<file path="config.mk">
export PLATFORM = sky130hd
export DESIGN_NAME = biv_validator
export DESIGN_NICKNAME = d
export VERILOG_FILES = /design/src/hdl/biv_pkg.sv /design/src/hdl/biv_fifo.sv /design/src/hdl/biv_validator.sv
export SDC_FILE = /design/constraint.sdc
export NUM_CORES = 1
export LEC_CHECK = 0
export BUFFER_PORTS_ARGS = -buffer_cell sky130_fd_sc_hd__clkbuf_2
export CORE_ASPECT_RATIO = 0.7
export CORE_MARGIN = 2
export CORE_UTILIZATION = 25
export CTS_CLUSTER_DIAMETER = 200
export DETAILED_ROUTE_END_ITERATION = 10
export HOLD_SLACK_MARGIN = 0.03
export REMOVE_ABC_BUFFERS = 1
export SYNTH_ARGS = -nofsm -noshare
export SYNTH_HDL_FRONTEND = slang
export SYNTH_HIERARCHICAL = 1
export SYNTH_SLANG_ARGS = --single-unit
</file>
<file path="constraint.sdc">
create_clock -name ref_clk -period 5.48 [get_ports ref_clk]
set_input_delay 0.822 -clock ref_clk [delete_from_list [all_inputs] [get_ports ref_clk]]
set_output_delay 0.822 -clock ref_clk [all_outputs]
set_load 0.02 [all_outputs]
</file>
<file path="src/hdl/biv_pkg.sv">
// How it works
// - Reject image unless header validation word equals the fixed signature.
// - Header length field counts 32-bit words from offset zero through CRC.
// - Sum header bytes 0x40 through 0x49, compare with stored checksum.
// - CRC covers base 0xFFFF0000 to base+4*length-5; last word holds CRC.
// - CRC uses the standard 32-bit polynomial with the listed terms.
// - CRC starts all ones, final XOR all ones, no bit reflection.
// - Reject images larger than 60 KB; top 4 KB is boot workspace.
// - Image valid only after header checks and CRC check both pass.
// - After validation, control passes to the image entry-point address.
// - Handoff writes version word zero at shared offset 0x0008.
// - Handoff writes saved reset-cause value at shared offset 0x0038.
// - Shared block in top 4 KB; pointer and length passed to image.
// - Warm reset reuses last image index only if boot select unchanged.
package biv_pkg;

    // ------------------------------------------------------------
    // image layout
    // ------------------------------------------------------------
    localparam logic [31:0] IMG_BASE = 32'hFFFF_0000;
    localparam logic [31:0] RAM_BYTES = 32'h0001_0000;
    localparam logic [31:0] WORKSPACE_BYTES = 32'h0000_1000;
    localparam logic [31:0] SHARED_BASE = IMG_BASE + RAM_BYTES
                                          - WORKSPACE_BYTES;
    // arbitrary signature value for this build
    localparam logic [31:0] SIGNATURE = 32'h5AA5_C33C;
    localparam logic [13:0] IDX_SIG = 14'h0010;   // word at 0x40
    localparam logic [13:0] IDX_LEN = 14'h0011;   // word at 0x44
    localparam logic [13:0] IDX_CSUM = 14'h0012;  // word at 0x48
    localparam logic [13:0] IDX_HDR_END = 14'h0013;
    localparam int LEN_LSB = 16;                  // length at 0x46
    localparam int CSUM_LSB = 16;                 // checksum at 0x4A
    localparam int CSUM_W = 16;
    localparam logic [31:0] CSUM_TAIL_MASK = 32'h0000_FFFF;
    localparam logic [31:0] ENTRY_OFS = 32'h0000_0050;
    localparam logic [15:0] MIN_LEN = 16'h0014;
    localparam logic [15:0] MAX_LEN = 16'h3C00;   // 60 KB in words

    // ------------------------------------------------------------
    // crc and handoff
    // ------------------------------------------------------------
    localparam logic [31:0] CRC_POLY = 32'h04C1_1DB7;
    localparam logic [31:0] CRC_INIT = 32'hFFFF_FFFF;
    localparam logic [31:0] CRC_XOROUT = 32'hFFFF_FFFF;
    localparam logic [31:0] SHM_VERSION_OFS = 32'h0000_0008;
    localparam logic [31:0] SHM_CAUSE_OFS = 32'h0000_0038;
    localparam logic [31:0] SHM_VERSION = 32'h0000_0000;
    localparam int FIFO_DEPTH = 4;
    localparam int WORD_W = 32;

    typedef enum {
        BIV_IDLE, BIV_RUN, BIV_WR_VER, BIV_WR_CAUSE, BIV_DONE, BIV_FAIL
    } biv_state_t;

    typedef struct packed {
        logic sig;
        logic size;
        logic csum;
        logic crc;
    } biv_fail_t;

    typedef struct packed {
        logic valid;
        logic we;
        logic [31:0] addr;
        logic [31:0] wdata;
    } biv_mem_cmd_t;

endpackage : biv_pkg

</file>
<file path="src/hdl/biv_fifo.sv">
`timescale 1ns/1ps
module biv_fifo #(
    parameter int WIDTH = 32,
    parameter int DEPTH = 4
) (
    input wire logic ref_clk,
    input wire logic rst_n,
    input wire logic flush,
    input wire logic inValid,
    output logic inReady,
    input wire logic [WIDTH-1:0] inData,
    output logic outValid,
    input wire logic outReady,
    output logic [WIDTH-1:0] outData
);
    localparam int AW = $clog2(DEPTH);

    logic [WIDTH-1:0] mem [DEPTH];
    logic [AW-1:0] wrPtr;
    logic [AW-1:0] rdPtr;
    logic [AW:0] count;
    logic push;
    logic pop;

    // ------------------------------------------------------------
    // handshake
    // ------------------------------------------------------------
    assign inReady = (count != AW'(0) + (AW+1)'(DEPTH));
    assign outValid = (count != '0);
    assign push = inValid && inReady;
    assign pop = outValid && outReady;
    assign outData = mem[rdPtr];

    // storage
    always_ff @(posedge ref_clk) begin
        if (push) begin
            mem[wrPtr] <= inData;
        end
    end

    // pointers and fill level
    always_ff @(posedge ref_clk) begin
        if (!rst_n || flush) begin
            wrPtr <= '0;
            rdPtr <= '0;
            count <= '0;
        end else begin
            if (push) begin
                wrPtr <= (wrPtr == AW'(DEPTH - 1)) ? '0 : wrPtr + 1'b1;
            end
            if (pop) begin
                rdPtr <= (rdPtr == AW'(DEPTH - 1)) ? '0 : rdPtr + 1'b1;
            end
            count <= count + (AW+1)'(push) - (AW+1)'(pop);
        end
    end

endmodule : biv_fifo

</file>
<file path="src/hdl/biv_validator.sv">
`timescale 1ns/1ps
module biv_validator (
    input wire logic ref_clk,
    input wire logic rst_n,
    input wire logic start,
    input wire logic warmStart,
    input wire logic [2:0] boot_select_pins,
    input wire logic [1:0] reqIndex,
    input wire logic [31:0] resetCause,
    output biv_pkg::biv_mem_cmd_t memCmd,
    input wire logic [31:0] memRdata,
    input wire logic memRdValid,
    output logic busy,
    output logic imageValid,
    output biv_pkg::biv_fail_t failFlags,
    output logic jumpGo,
    output logic [31:0] entryAddr,
    output logic [31:0] shared_block_pointer,
    output logic [31:0] shared_block_length,
    output logic [1:0] selIndex
);

    // ------------------------------------------------------------
    // helpers
    // ------------------------------------------------------------

    // advance a non-reflected crc by one byte, msb first
    function automatic logic [31:0] crcByte(input logic [31:0] crc,
                                            input logic [7:0] b);
        logic [31:0] c;
        logic fb;
        c = crc;
        for (int i = 7; i >= 0; i--) begin
            fb = c[31] ^ b[i];
            c = {c[30:0], 1'b0} ^ (fb ? biv_pkg::CRC_POLY : 32'h0000_0000);
        end
        return c;
    endfunction : crcByte

    // unsigned sum of the four bytes of a word
    function automatic logic [15:0] byteSum(input logic [31:0] w);
        return 16'(w[7:0]) + 16'(w[15:8]) + 16'(w[23:16]) + 16'(w[31:24]);
    endfunction : byteSum

    // ------------------------------------------------------------
    // state
    // ------------------------------------------------------------
    biv_pkg::biv_state_t state;
    logic [2:0] bselMeta;
    logic [2:0] bselSync;
    logic [2:0] prevBootSel;
    logic [1:0] lastIndex;
    logic haveLast;
    logic [31:0] causeHold;
    logic outstanding;
    logic [13:0] fetchIdx;
    logic [13:0] wordIdx;
    logic [15:0] lenWords;
    logic lenKnown;
    logic [15:0] csumAcc;
    logic [31:0] crcAcc;
    logic [31:0] wordBuf;
    logic haveWord;
    logic [1:0] bytePos;
    logic fifoFlush;
    logic fifoInReady;
    logic fifoOutValid;
    logic fifoOutReady;
    logic [31:0] fifoOutData;
    logic [13:0] fetchLimit;
    logic issueRead;
    logic takeWord;
    logic isLast;
    logic [15:0] next_csum;

    // ------------------------------------------------------------
    // word buffer between ram and checker
    // ------------------------------------------------------------
    biv_fifo #(
        .WIDTH(biv_pkg::WORD_W),
        .DEPTH(biv_pkg::FIFO_DEPTH)
    ) u_fifo (
        .ref_clk(ref_clk),
        .rst_n(rst_n),
        .flush(fifoFlush),
        .inValid(memRdValid && outstanding && state == biv_pkg::BIV_RUN),
        .inReady(fifoInReady),
        .inData(memRdata),
        .outValid(fifoOutValid),
        .outReady(fifoOutReady),
        .outData(fifoOutData)
    );

    assign fifoFlush = start;

    // ------------------------------------------------------------
    // fetch and take conditions
    // ------------------------------------------------------------

    // fetch only words up to the header end until the length is known
    // length in words
    assign fetchLimit = lenKnown ? lenWords[13:0] : biv_pkg::IDX_HDR_END;
    // one read in flight; fifo room is reserved when it is issued
    assign issueRead = (state == biv_pkg::BIV_RUN) && !outstanding
                       && fifoInReady && (fetchIdx < fetchLimit);
    // checker stalls four cycles per word while the crc runs byte-wise
    assign fifoOutReady = (state == biv_pkg::BIV_RUN) && !haveWord;
    assign takeWord = fifoOutReady && fifoOutValid;
    assign isLast = lenKnown && (wordIdx == lenWords[13:0] - 14'h0001);
    assign next_csum = csumAcc + byteSum(fifoOutData);

    // ------------------------------------------------------------
    // boot select synchroniser
    // ------------------------------------------------------------
    always_ff @(posedge ref_clk) begin
        if (!rst_n) begin
            bselMeta <= 3'h0;
            bselSync <= 3'h0;
        end else begin
            bselMeta <= boot_select_pins;
            bselSync <= bselMeta;
        end
    end

    // ------------------------------------------------------------
    // image selection and warm-boot memory
    // ------------------------------------------------------------

    // only a cold reset clears the remembered image
    always_ff @(posedge ref_clk) begin
        if (!rst_n) begin
            selIndex <= 2'h0;
            lastIndex <= 2'h0;
            prevBootSel <= 3'h0;
            haveLast <= 1'b0;
        end else if (start) begin
            if (warmStart && haveLast && bselSync == prevBootSel) begin
                selIndex <= lastIndex;
            end else begin
                selIndex <= reqIndex;
            end
        end else if (state == biv_pkg::BIV_WR_CAUSE) begin
            lastIndex <= selIndex;
            prevBootSel <= bselSync;
            haveLast <= 1'b1;
        end
    end

    // ------------------------------------------------------------
    // read issue and outstanding tracking
    // ------------------------------------------------------------
    always_ff @(posedge ref_clk) begin
        if (!rst_n) begin
            outstanding <= 1'b0;
            fetchIdx <= 14'h0000;
        end else begin
            if (start) begin
                fetchIdx <= 14'h0000;
            end else if (issueRead) begin
                fetchIdx <= fetchIdx + 14'h0001;
            end
            if (issueRead) begin
                outstanding <= 1'b1;
            end else if (memRdValid) begin
                outstanding <= 1'b0;
            end
        end
    end

    // memory command: reads while checking, two writes at handoff
    always_ff @(posedge ref_clk) begin
        if (!rst_n) begin
            memCmd <= '0;
        end else begin
            memCmd <= '0;
            if (issueRead) begin
                memCmd.valid <= 1'b1;
                memCmd.addr <= biv_pkg::IMG_BASE + {16'h0000, fetchIdx, 2'b00};
            end else if (state == biv_pkg::BIV_WR_VER) begin
                memCmd.valid <= 1'b1;
                memCmd.we <= 1'b1;
                memCmd.addr <= biv_pkg::SHARED_BASE + biv_pkg::SHM_VERSION_OFS;
                memCmd.wdata <= biv_pkg::SHM_VERSION;
            end else if (state == biv_pkg::BIV_WR_CAUSE) begin
                memCmd.valid <= 1'b1;
                memCmd.we <= 1'b1;
                memCmd.addr <= biv_pkg::SHARED_BASE + biv_pkg::SHM_CAUSE_OFS;
                memCmd.wdata <= causeHold;
            end
        end
    end

    // ------------------------------------------------------------
    // byte-serial crc engine
    // ------------------------------------------------------------
    always_ff @(posedge ref_clk) begin
        if (!rst_n) begin
            crcAcc <= biv_pkg::CRC_INIT;
            wordBuf <= 32'h0000_0000;
            haveWord <= 1'b0;
            bytePos <= 2'h0;
        end else if (start) begin
            crcAcc <= biv_pkg::CRC_INIT;
            haveWord <= 1'b0;
            bytePos <= 2'h0;
        end else if (takeWord && !isLast) begin
            wordBuf <= fifoOutData;
            haveWord <= 1'b1;
            bytePos <= 2'h0;
        end else if (haveWord) begin
            // polynomial step, lowest address byte first
            crcAcc <= crcByte(crcAcc, wordBuf[8*bytePos +: 8]);
            bytePos <= bytePos + 2'h1;
            if (bytePos == 2'h3) begin
                haveWord <= 1'b0;
            end
        end
    end

    // ------------------------------------------------------------
    // header field capture
    // ------------------------------------------------------------
    always_ff @(posedge ref_clk) begin
        if (!rst_n) begin
            wordIdx <= 14'h0000;
            lenWords <= 16'h0000;
            lenKnown <= 1'b0;
            csumAcc <= 16'h0000;
        end else if (start) begin
            wordIdx <= 14'h0000;
            lenKnown <= 1'b0;
            csumAcc <= 16'h0000;
        end else if (takeWord) begin
            wordIdx <= wordIdx + 14'h0001;
            if (wordIdx == biv_pkg::IDX_SIG || wordIdx == biv_pkg::IDX_LEN) begin
                csumAcc <= next_csum;
            end
            if (wordIdx == biv_pkg::IDX_LEN) begin
                lenWords <= fifoOutData[biv_pkg::LEN_LSB +: 16];
                lenKnown <= 1'b1;
            end
        end
    end

    // ------------------------------------------------------------
    // check sequencer
    // ------------------------------------------------------------
    always_ff @(posedge ref_clk) begin
        if (!rst_n) begin
            state <= biv_pkg::BIV_IDLE;
            failFlags <= '0;
            causeHold <= 32'h0000_0000;
        end else if (start) begin
            state <= biv_pkg::BIV_RUN;
            failFlags <= '0;
            causeHold <= resetCause;
        end else begin
            case (state)
                biv_pkg::BIV_RUN: begin
                    if (takeWord) begin
                        if (wordIdx == biv_pkg::IDX_SIG
                            && fifoOutData != biv_pkg::SIGNATURE) begin
                            failFlags.sig <= 1'b1;
                            state <= biv_pkg::BIV_FAIL;
                        end
                        if (wordIdx == biv_pkg::IDX_LEN
                            && (fifoOutData[biv_pkg::LEN_LSB +: 16]
                                > biv_pkg::MAX_LEN
                                || fifoOutData[biv_pkg::LEN_LSB +: 16]
                                < biv_pkg::MIN_LEN)) begin
                            failFlags.size <= 1'b1;
                            state <= biv_pkg::BIV_FAIL;
                        end
                        if (wordIdx == biv_pkg::IDX_CSUM
                            && csumAcc
                               + byteSum(fifoOutData & biv_pkg::CSUM_TAIL_MASK)
                               != fifoOutData[biv_pkg::CSUM_LSB +:
                                              biv_pkg::CSUM_W]) begin
                            failFlags.csum <= 1'b1;
                            state <= biv_pkg::BIV_FAIL;
                        end
                        if (isLast) begin
                            if ((crcAcc ^ biv_pkg::CRC_XOROUT)
                                != fifoOutData) begin
                                failFlags.crc <= 1'b1;
                                state <= biv_pkg::BIV_FAIL;
                            end else begin
                                state <= biv_pkg::BIV_WR_VER;
                            end
                        end
                    end
                end
                biv_pkg::BIV_WR_VER: begin
                    state <= biv_pkg::BIV_WR_CAUSE;
                end
                biv_pkg::BIV_WR_CAUSE: begin
                    state <= biv_pkg::BIV_DONE;
                end
                default: begin
                    state <= state;
                end
            endcase
        end
    end

    // ------------------------------------------------------------
    // result outputs and handoff
    // ------------------------------------------------------------
    always_ff @(posedge ref_clk) begin
        if (!rst_n) begin
            busy <= 1'b0;
            imageValid <= 1'b0;
            jumpGo <= 1'b0;
            entryAddr <= 32'h0000_0000;
        end else begin
            busy <= start || (state == biv_pkg::BIV_RUN
                              || state == biv_pkg::BIV_WR_VER)
                          && !(state == biv_pkg::BIV_RUN && takeWord && isLast
                               && (crcAcc ^ biv_pkg::CRC_XOROUT)
                                  != fifoOutData);
            jumpGo <= 1'b0;
            if (start) begin
                imageValid <= 1'b0;
            end else if (state == biv_pkg::BIV_WR_CAUSE) begin
                imageValid <= 1'b1;
                jumpGo <= 1'b1;
                entryAddr <= biv_pkg::IMG_BASE + biv_pkg::ENTRY_OFS;
            end
        end
    end

    // shared block location passed to the image
    always_ff @(posedge ref_clk) begin
        if (!rst_n) begin
            shared_block_pointer <= 32'h0000_0000;
            shared_block_length <= 32'h0000_0000;
        end else begin
            shared_block_pointer <= biv_pkg::SHARED_BASE;
            shared_block_length <= biv_pkg::WORKSPACE_BYTES;
        end
    end

endmodule : biv_validator

</file>
### Yosys cells after proc, flatten, opt, wreduce, memory -nomap -nowiden

Memory sizes are Yosys's and may differ from the RTL's. A register that Yosys moved wholly into a read port is not among the register bits.
Cells that the tools add are included.

* shift operators: 1
* reductions and logical operators: 49
* bitwise gates (word level): 21
* add/subtract/negate cells: 14
* equal/unequal tests: 22
* muxes and demuxes: 36
* $lt $le $gt $ge: 3

Operator list (count)
* $xor A32 B27 Y32: 8
* $mux W32: 7
* $mux W27: 8
* $mux W66: 2
* $eq A32 B2 Y1 const B: 3
* $pmux W32 S3: 1
* $eq A32 B3 Y1 const B: 2
* $eq A14 B5 Y1 const B: 3
* $eq A32 B1 Y1 const B: 1
* $ne A32 B31 Y1 const B: 1
* $ne A32 B32 Y1: 1
* $not A32 Y32: 1
* $shiftx A32 B6 Y8: 1
* $add A14 B1 Y14 const B: 2
* $logic_and A1 B1 Y1: 19
* $add A17 B17 Y18 const A: 1
* $reduce_and A3 Y1: 6
* $add A16 B16 Y16: 1
* $add A16 B9 Y16: 1
* $gt A16 B14 Y1 const B: 1
* $lt A16 B5 Y1 const B: 1
* $ne A16 B16 Y1: 1
* $eq A14 B14 Y1: 1
* $lt A14 B14 Y1: 1
* 30 further kinds: 72

* bits in registers: 350
* bits in writable memories: 128
* bits of input ports: 74
* memories: 1

Memories
* u_fifo.mem: depth 4, width 32, rd ports 1, clocked after Yosys merged registers in 1, write ports 1, line biv_fifo.sv:18 `logic [WIDTH-1:0] mem [DEPTH];`

### Depth between registers and ports, before layout

Gate-level depths: netlist of the first run.

* word-level depth: 25
* gate-level depth with buffers: 27
* mapped depth without buffers: 25

### By module

Netlist of the first run, hierarchy kept.

By module, submodules not included
* biv_validator: area each 13541.7 um2, times used 1, cells each 1498
* biv_fifo: area each 5121.2 um2, times used 1, cells each 218

### Worst setup path after synthesis of the first run

No wires, ideal clock.

* kind: flip-flop to flip-flop
* start: reg (tool-made name)
* end: reg csumAcc[15]
* library setup time: 115 ps
* stages on the path, launching flop included: 24
* clock period less this slack: 5403 ps
* arrival time: 5289 ps
* slack: 77 ps
* path buffers: 2
* cell sequence: dfxtp_1 > buf_6 > buf_6 > mux4_2 > ha_1 > fa_1 > xor2_1 > inv_1 > fa_1 > inv_1 > ha_1 > a21o_1 > a21oi_1 > o21bai_1 > a21oi_1 > o21bai_1 > a21oi_1 > xnor2_1 > ha_1 > nand3_1 > o311ai_0 > a21oi_1 > o31a_1 > o21a_1

RTL lines
* end signal, assigned: line biv_validator.sv:236 `csumAcc <= next_csum;`
* end, declared: line biv_validator.sv:60 `logic [15:0] csumAcc;`

==> run_results.csv, run 1 <==
group,metric,value,unit
setup_path,arrival,5.70,ns
timing,finClkSkew,0.0349,ns
clock_tree,clock_latency,0.60,ns
die,dieHeight,233,um
route,route.detailed.drc,0,
pwr,power,6.13,mW
timing,hold_viol,0,
timing,drv_slew,0,
outcome,outcome,"finished, final reports clean",
finish,area_growth,16.4,%
die,chipWidth,331,um
clock_tree,cts_sinks,369,
timing,holdWs,0.430,ns
finish,drive_above_1_share,21.3,%
route,postRouteAntennaNets,0,
die,initial_core_util,25.3,%
finish,multi_input_area,0.00883,mm^2
setup_path,ff2ff_path_depth,25,
clock_tree,cts_buffers,41,
timing,fin_ws,0.245,ns
timing,fmax,191,MHz
route,drt_iter0_drc,897,
finish,nets,2009,
setup_path,critPathCaptureType,"flip-flop",
finish,antenna_cells,0,
hold_path,whs_path_depth,1,
die,core_area,0.0736,mm^2
global_route,grt_max_degree,67,
flow_run,max_cap_violations,0,
hold_path,min_from,"bselMeta[2]$_SDFF_PN0_",
finish,fillCellCount,7530,
route,wl_per_cell,16.4,um
route,routed-via-count,12732,
timing,tightest_slew,1.13,ns
global_route,grt_pass1_vias,12288,
pwr,power.leakage,8.33,nW
global_route,grt_usage,11.9,%
clock_tree,clk_path_buf_depth,3,
route,routed_wl,47100,um
clock_tree,htreeDepth,2,
route,vias_per_cell,4.44,
setup_path,worstSetupStartpointType,"flip-flop",
logic_synthesis,syn-cell-area,0.0187,mm^2
timing,timing.final.crit_share,95.5,%
hold_path,min_path_type,"reg -> reg",
logic_synthesis,synth_edf_count,128,
setup_path,path_class,"reg -> reg",
global_route,grt_pass1_wl,71500,um
logic_synthesis,async_flop_share,0,%
timing,setup_viol,0,
setup_path,critPathMaxFanout,9,
placed_design,place_ws,0.0256,ns
logic_synthesis,ys.warnings.count,6,
clock_tree,clkSlewWorstSetupHoldPaths,0.07,ns
route,firstDrtPassIters,6,
logic_synthesis,syn_inst,1716,
finish,seq_area,0.00867,mm^2
logic_synthesis,yosysSeqAreaShare,46.4,%
logic_synthesis,synth_area_per_cell,10.9,um^2
clock_tree,cts_tree,"built",
pwr,ir_drop,0.000270,V
logic_synthesis,yosysUniqueCellTypes,78,
placed_design,place_congestion,0.842,
global_route,grt-ovfl-total,0,
logic_synthesis,synth-seq-cells,369,
timing,max_slew_margin,24.4,%
die,io_pins,245,
global_route,antenna_found_initial,0,
placed_design,hpwlAfterDp,34200,um
clock_tree,cts-root-buf,"clkbuf_16",
timing,fin_crit,5.24,ns
finish,final_util,29.5,%
die,dieArea,0.0769,mm^2
timing,tns,0,ns
pwr,power_density,282,mW/mm^2
logic_synthesis,yosys_most_used_dff,"dfxtp_1",
setup_path,required,5.94,ns
placed_design,port_buffers,185,
die,placementRows,83,
where the power goes:
group / switching, mW / leakage (nW) / total [mW] / internal (mW)
Combinational: 0.232 / 4.54 / 0.374 / 0.142
Clock: 1.20 / 0.690 / 2.88 / 1.69
Sequential: 0.0147 / 3.10 / 2.87 / 2.85
Total: 1.44 / 8.33 / 6.13 / 4.68
logic make-up after synthesis:
kind of cell	count (synthesis)	share of synthesized area, %
buf+inv	258	7.84
mux	135	9.92
compound gates	212	7.48
flops	369	46.4
simple gates	486	13.8
xor+xnor	180	8.93
other cells	1	0.0201
fa+ha+maj	75	5.55
repair_timing:
item	CTS	global route
buffers inserted	0	1
pin swaps	0	5
endpoints found under the setup margin	3	11
endpoints found under the hold margin	0	0
gates resized for setup	2	18
hold buffers	0	0
through the flow:
stage	cell area [um^2]	cells
after floorplan	17700	1579
after global placement	20200	2793
after detailed placement	20200	2793
after CTS	21600	2867
after global routing	21700	2868
final	21700	2868
cell usage after synthesis, types with 12 or more instances:
library cell,number,area (um^2)
nand3_1,16,80.1
o21a_1,15,113
clkbuf_1,63,236
xor2_1,56,490
nand2_1,141,529
edfxtp_1,128,3840
and3_1,18,113
nor2_1,62,233
and2_1,44,275
nor2b_1,93,582
inv_1,63,236
fa_1,13,260
o21ai_0,50,250
buf_4,114,856
or3_1,12,75.1
nor4_1,19,119
nor3_1,18,90.1
mux2i_1,95,951
nand4_1,16,100
a21oi_1,48,240
mux4_2,40,901
ha_1,62,776
dfxtp_1,241,4820
xnor2_1,112,981
registers in the layout (all words and copies together), names as in the netlist, 4 cells and up, named ones only:
name	flops
u_fifo/mem	128
failFlags	4
csumAcc	16
memCmd	48
causeHold	32
crcAcc	32
wordBuf	32
lenWords	14
fetchIdx	14
wordIdx	14
cell type report:
cell class              instances  area share, %
well taps                     977           5.63
multi-input cells            1147           40.7
flip-flops and latches        369           39.9
inverters                      63           1.09
clock buffers                  49           5.04
repair buffers                238           6.12
clock inverters                25           1.54
final timing paths:
kind / to / slack, ns
min: bselSync[2]$_SDFF_PN0_ / 0.43
max: csumAcc[13]$_SDFFE_PP0P_ / 0.24
min reg2reg: bselSync[2]$_SDFF_PN0_ / 0.43
max reg2reg: csumAcc[13]$_SDFFE_PP0P_ / 0.24
layer usage:
layer | wire length [um] | GRT usage (%) | vias to the layer above
met4 | 714 | 2.86 | 0
met2 | 21600 | 18.7 | 354
met3 | 2690 | 2.23 | 55
li1 | - | - | 6098
met5 | 0 | 0 | -
met1 | 22100 | 16.9 | 6225
layout by cell type (no fill, tap or decap), drive strengths merged, types with 57 or more instances in the layout:
cell	netlist	final
nand2	143	143
nor2	62	62
o21ai	57	57
inv	63	63
xor2	60	60
clkbuf	63	233
dfxtp	241	241
xnor2	120	120
conb	1	59
edfxtp	128	128
mux2i	95	95
nor2b	93	93
ha	62	62
worst max-delay path, cell delays in order (launching register included):
cell and delay, ns:
dfxtp_4 0.42, buf_6 0.19, mux4_2 0.53, ha_1 0.36, a21oi_1 0.16, nor2_1 0.06, nor2_2 0.14, o21bai_1 0.10
a21oi_2 0.23, xnor2_2 0.15, inv_1 0.07, fa_1 0.48, inv_1 0.07, ha_4 0.27, inv_1 0.04, o21bai_1 0.16
a21oi_1 0.10, xnor2_1 0.14, ha_1 0.30, nand3_1 0.11, o311ai_2 0.25, buf_4 0.17, a21oi_2 0.06, buf_4 0.15
o21a_1 0.19, o21a_1 0.18
(Power assumes the default switching activity.)
==> run 2: changes to the inputs <==
--- a/config.mk
+++ b/config.mk
@@ -5,7 +5,7 @@
 export SDC_FILE = /design/constraint.sdc
 export NUM_CORES = 1
 export LEC_CHECK = 0
-export BUFFER_PORTS_ARGS = -buffer_cell sky130_fd_sc_hd__clkbuf_2
+export BUFFER_PORTS_ARGS = -buffer_cell sky130_fd_sc_hd__buf_4
 export CORE_ASPECT_RATIO = 0.7
 export CORE_MARGIN = 2
 export CORE_UTILIZATION = 25
==> run 2 against run 1 <==
Compared with the run above:
- non-clock buffer count grew 4
- cell count grew 0.17%
- design area grew 2.7%
- routed wire length grew 0.38%
- clock-buffer cell count grew 5
- largest cell class unchanged
==> run_results.csv, run 2 (synthesis results as in run 1) <==
group,metric,value,unit
setup_path,path_class,"reg -> reg",
timing,setup_viol,0,
die,initial_core_util,25.3,%
route,wl_per_cell,16.5,um
global_route,grt_max_degree,119,
clock_tree,clk_path_buf_depth,3,
clock_tree,cts_tree,"built",
clock_tree,clkSlewWorstSetupHoldPaths,0.06,ns
timing,hold_viol,0,
timing,drv_slew,0,
route,vias_per_cell,4.43,
clock_tree,clock_latency,0.60,ns
clock_tree,post_cts_buffers,0,
pwr,p_int,4.74,mW
finish,regMostFlops,"u_fifo/mem",
setup_path,critPathMaxFanout,5,
route,drt_iter0_drc,903,
placed_design,place_area,0.0207,mm^2
clock_tree,htreeDepth,2,
timing,fmax,191,MHz
setup_path,arrival,5.65,ns
placed_design,place_congestion,0.830,
flow_run,max_cap_violations,0,
global_route,grt_usage,12.0,%
setup_path,critical_path_buf_inv_count,4,
setup_path,slowest_stage,"mux4_2",
pwr,seqPwrFrac,46.3,%
die,chipWidth,331,um
die,dieHeight,233,um
timing,tightest_slew,1.12,ns
route,routed-via-count,12716,
route,postRouteAntennaNets,0,
timing,holdWs,0.416,ns
setup_path,worstSetupStartpointType,"flip-flop",
die,io_pins,245,
die,dieArea,0.0769,mm^2
pwr,p_switching,1.46,mW
timing,finClkSkew,0.0573,ns
finish,largest_reg_flops,128,
clock_tree,cts-root-buf,"clkbuf_16",
route,route.detailed.drc,0,
setup_path,max_stage_delay,0.54,ns
global_route,grt_pass1_vias,12231,
pwr,clkPwrFrac,47.1,%
finish,reg_top3,"u_fifo/mem x128, memCmd x48",
finish,final_cell_mix,"dfxtp_1 (239), buf_4 (239), nand2_1 (141), edfxtp_1 (128), xnor2_1 (108)",
clock_tree,cts_buffers,40,
timing,max_slew_margin,25.1,%
finish,drive_above_1_share,21.7,%
global_route,grt-ovfl-total,0,
hold_path,min_path_type,"in -> reg",
pwr,power.leakage,8.51,nW
setup_path,required,5.88,ns
finish,final_util,30.3,%
timing,fin_crit,5.25,ns
clock_tree,cts_sinks,369,
pwr,ir_drop,0.000217,V
placed_design,port_buffers,185,
pwr,netSwitchingFraction,23.5,%
global_route,antenna_found_initial,0,
setup_path,critical_path.top_delay_family,"adder cells",
global_route,grt_pass1_wl,71800,um
outcome,outcome,"finished, final reports clean",
pwr,comb_power_share,6.6,%
route,routed_wl,47300,um
setup_path,critPathCaptureType,"flip-flop",
setup_path,path_cells,"mux4_2 > ha_2 > fa_2 > inv_1 > fa_1 > inv_1 > ha_1 > fa_2 > buf_4 > xor2_1 > ha_1 > a21oi_1 > o21bai_1 > a2111oi_0 > buf_4 > o31ai_4 > nand4_1 > xor2_1 > nor2_1",
finish,fillCellCount,7497,
timing,timing.final.crit_share,95.7,%
finish,area_growth,19.5,%
pwr,power_density,278,mW/mm^2
die,core_area,0.0736,mm^2
route,firstDrtPassIters,5,
finish,nets,2012,
clock_tree,cts_hold_buffers,0,
die,placementRows,83,
placed_design,hpwlAfterDp,34200,um
finish,design_area,0.0223,mm^2
run 2: power by group through the flow:
stage	sequential [mW]	combinational, mW	clock (mW)
global placement	2.93	0.385	0
global route	2.87	0.448	3.11
detailed placement	2.93	0.394	0
CTS	2.87	0.396	3.00
floorplan	2.95	0.201	0
finish	2.87	0.412	2.92
run 2: what timing repair did:
item | CTS | global route
gates resized for setup | 4 | 27
endpoints found under the setup margin | 3 | 7
pin swaps | 0 | 5
run 2: worst reg2reg max path, delay by kind of cell (launching register included):
family / cells / cell delay [ns]
XOR/XNOR: 2 / 0.36
AND/OR/NAND/NOR: 2 / 0.17
adder cells (fa/ha/maj): 6 / 2.12
multiplexers: 1 / 0.54
AO/OA/AOI/OAI: 4 / 0.98
buffers and inverters: 4 / 0.46
flip-flops: 1 / 0.40
run 2: path summary, 6_finish.rpt:
kind                                        startpoint                     endpoint  slack (ns)  depth (start not counted)
worst min register to register  bselMeta[1]$_SDFF_PN0_       bselSync[1]$_SDFF_PN0_        0.43                          1
worst min-delay path                      memRdata[21]  u_fifo/mem[3][21]$_DFFE_PP_        0.42                          1
worst max register to register               flip-flop     csumAcc[12]$_SDFFE_PP0P_        0.23                         19
worst max-delay path                         flip-flop     csumAcc[12]$_SDFFE_PP0P_        0.23                         19
run 2: layout make-up:
| type | instances | area, um^2 | share of cell area, % |
|---|---|---|---|
| Clock buffer | 54 | 1090 | 4.90 |
| Inverter | 63 | 236 | 1.06 |
| Timing Repair Buffer | 242 | 1850 | 8.27 |
| Antenna cell | 1 | 2.50 | 0.0112 |
| Multi-Input combinational cell | 1147 | 8910 | 40.0 |
| Tap cell | 977 | 1220 | 5.48 |
| Sequential cell | 369 | 8670 | 38.9 |
| Clock inverter | 20 | 318 | 1.42 |
run 2: per-layer routing:
layer / up-vias / part of all wire (%) / GRT usage, % / routed length [um]
li1: 6105 / - / - / -
met1: 6182 / 47 / 17.1 / 22100
met2: 361 / 45 / 18.3 / 21200
met3: 68 / 6.8 / 2.63 / 3200
met4: 0 / 1.7 / 2.83 / 802
met5: - / 0 / 0 / 0
run 2: stage by stage:
step           setup TNS [ns]  instances  power (mW)  setup WS (ns)
3_5_place_dp           -0.177       2798        3.32        -0.0951
3_3_place_gp         -0.00579       2798        3.31       -0.00531
5_1_grt               -0.0506       2872        6.43        -0.0209
2_1_floorplan           -6.53       1579        3.15         -0.934
6_report                    0       2873        6.20          0.234
4_1_cts                     0       2872        6.26         0.0280
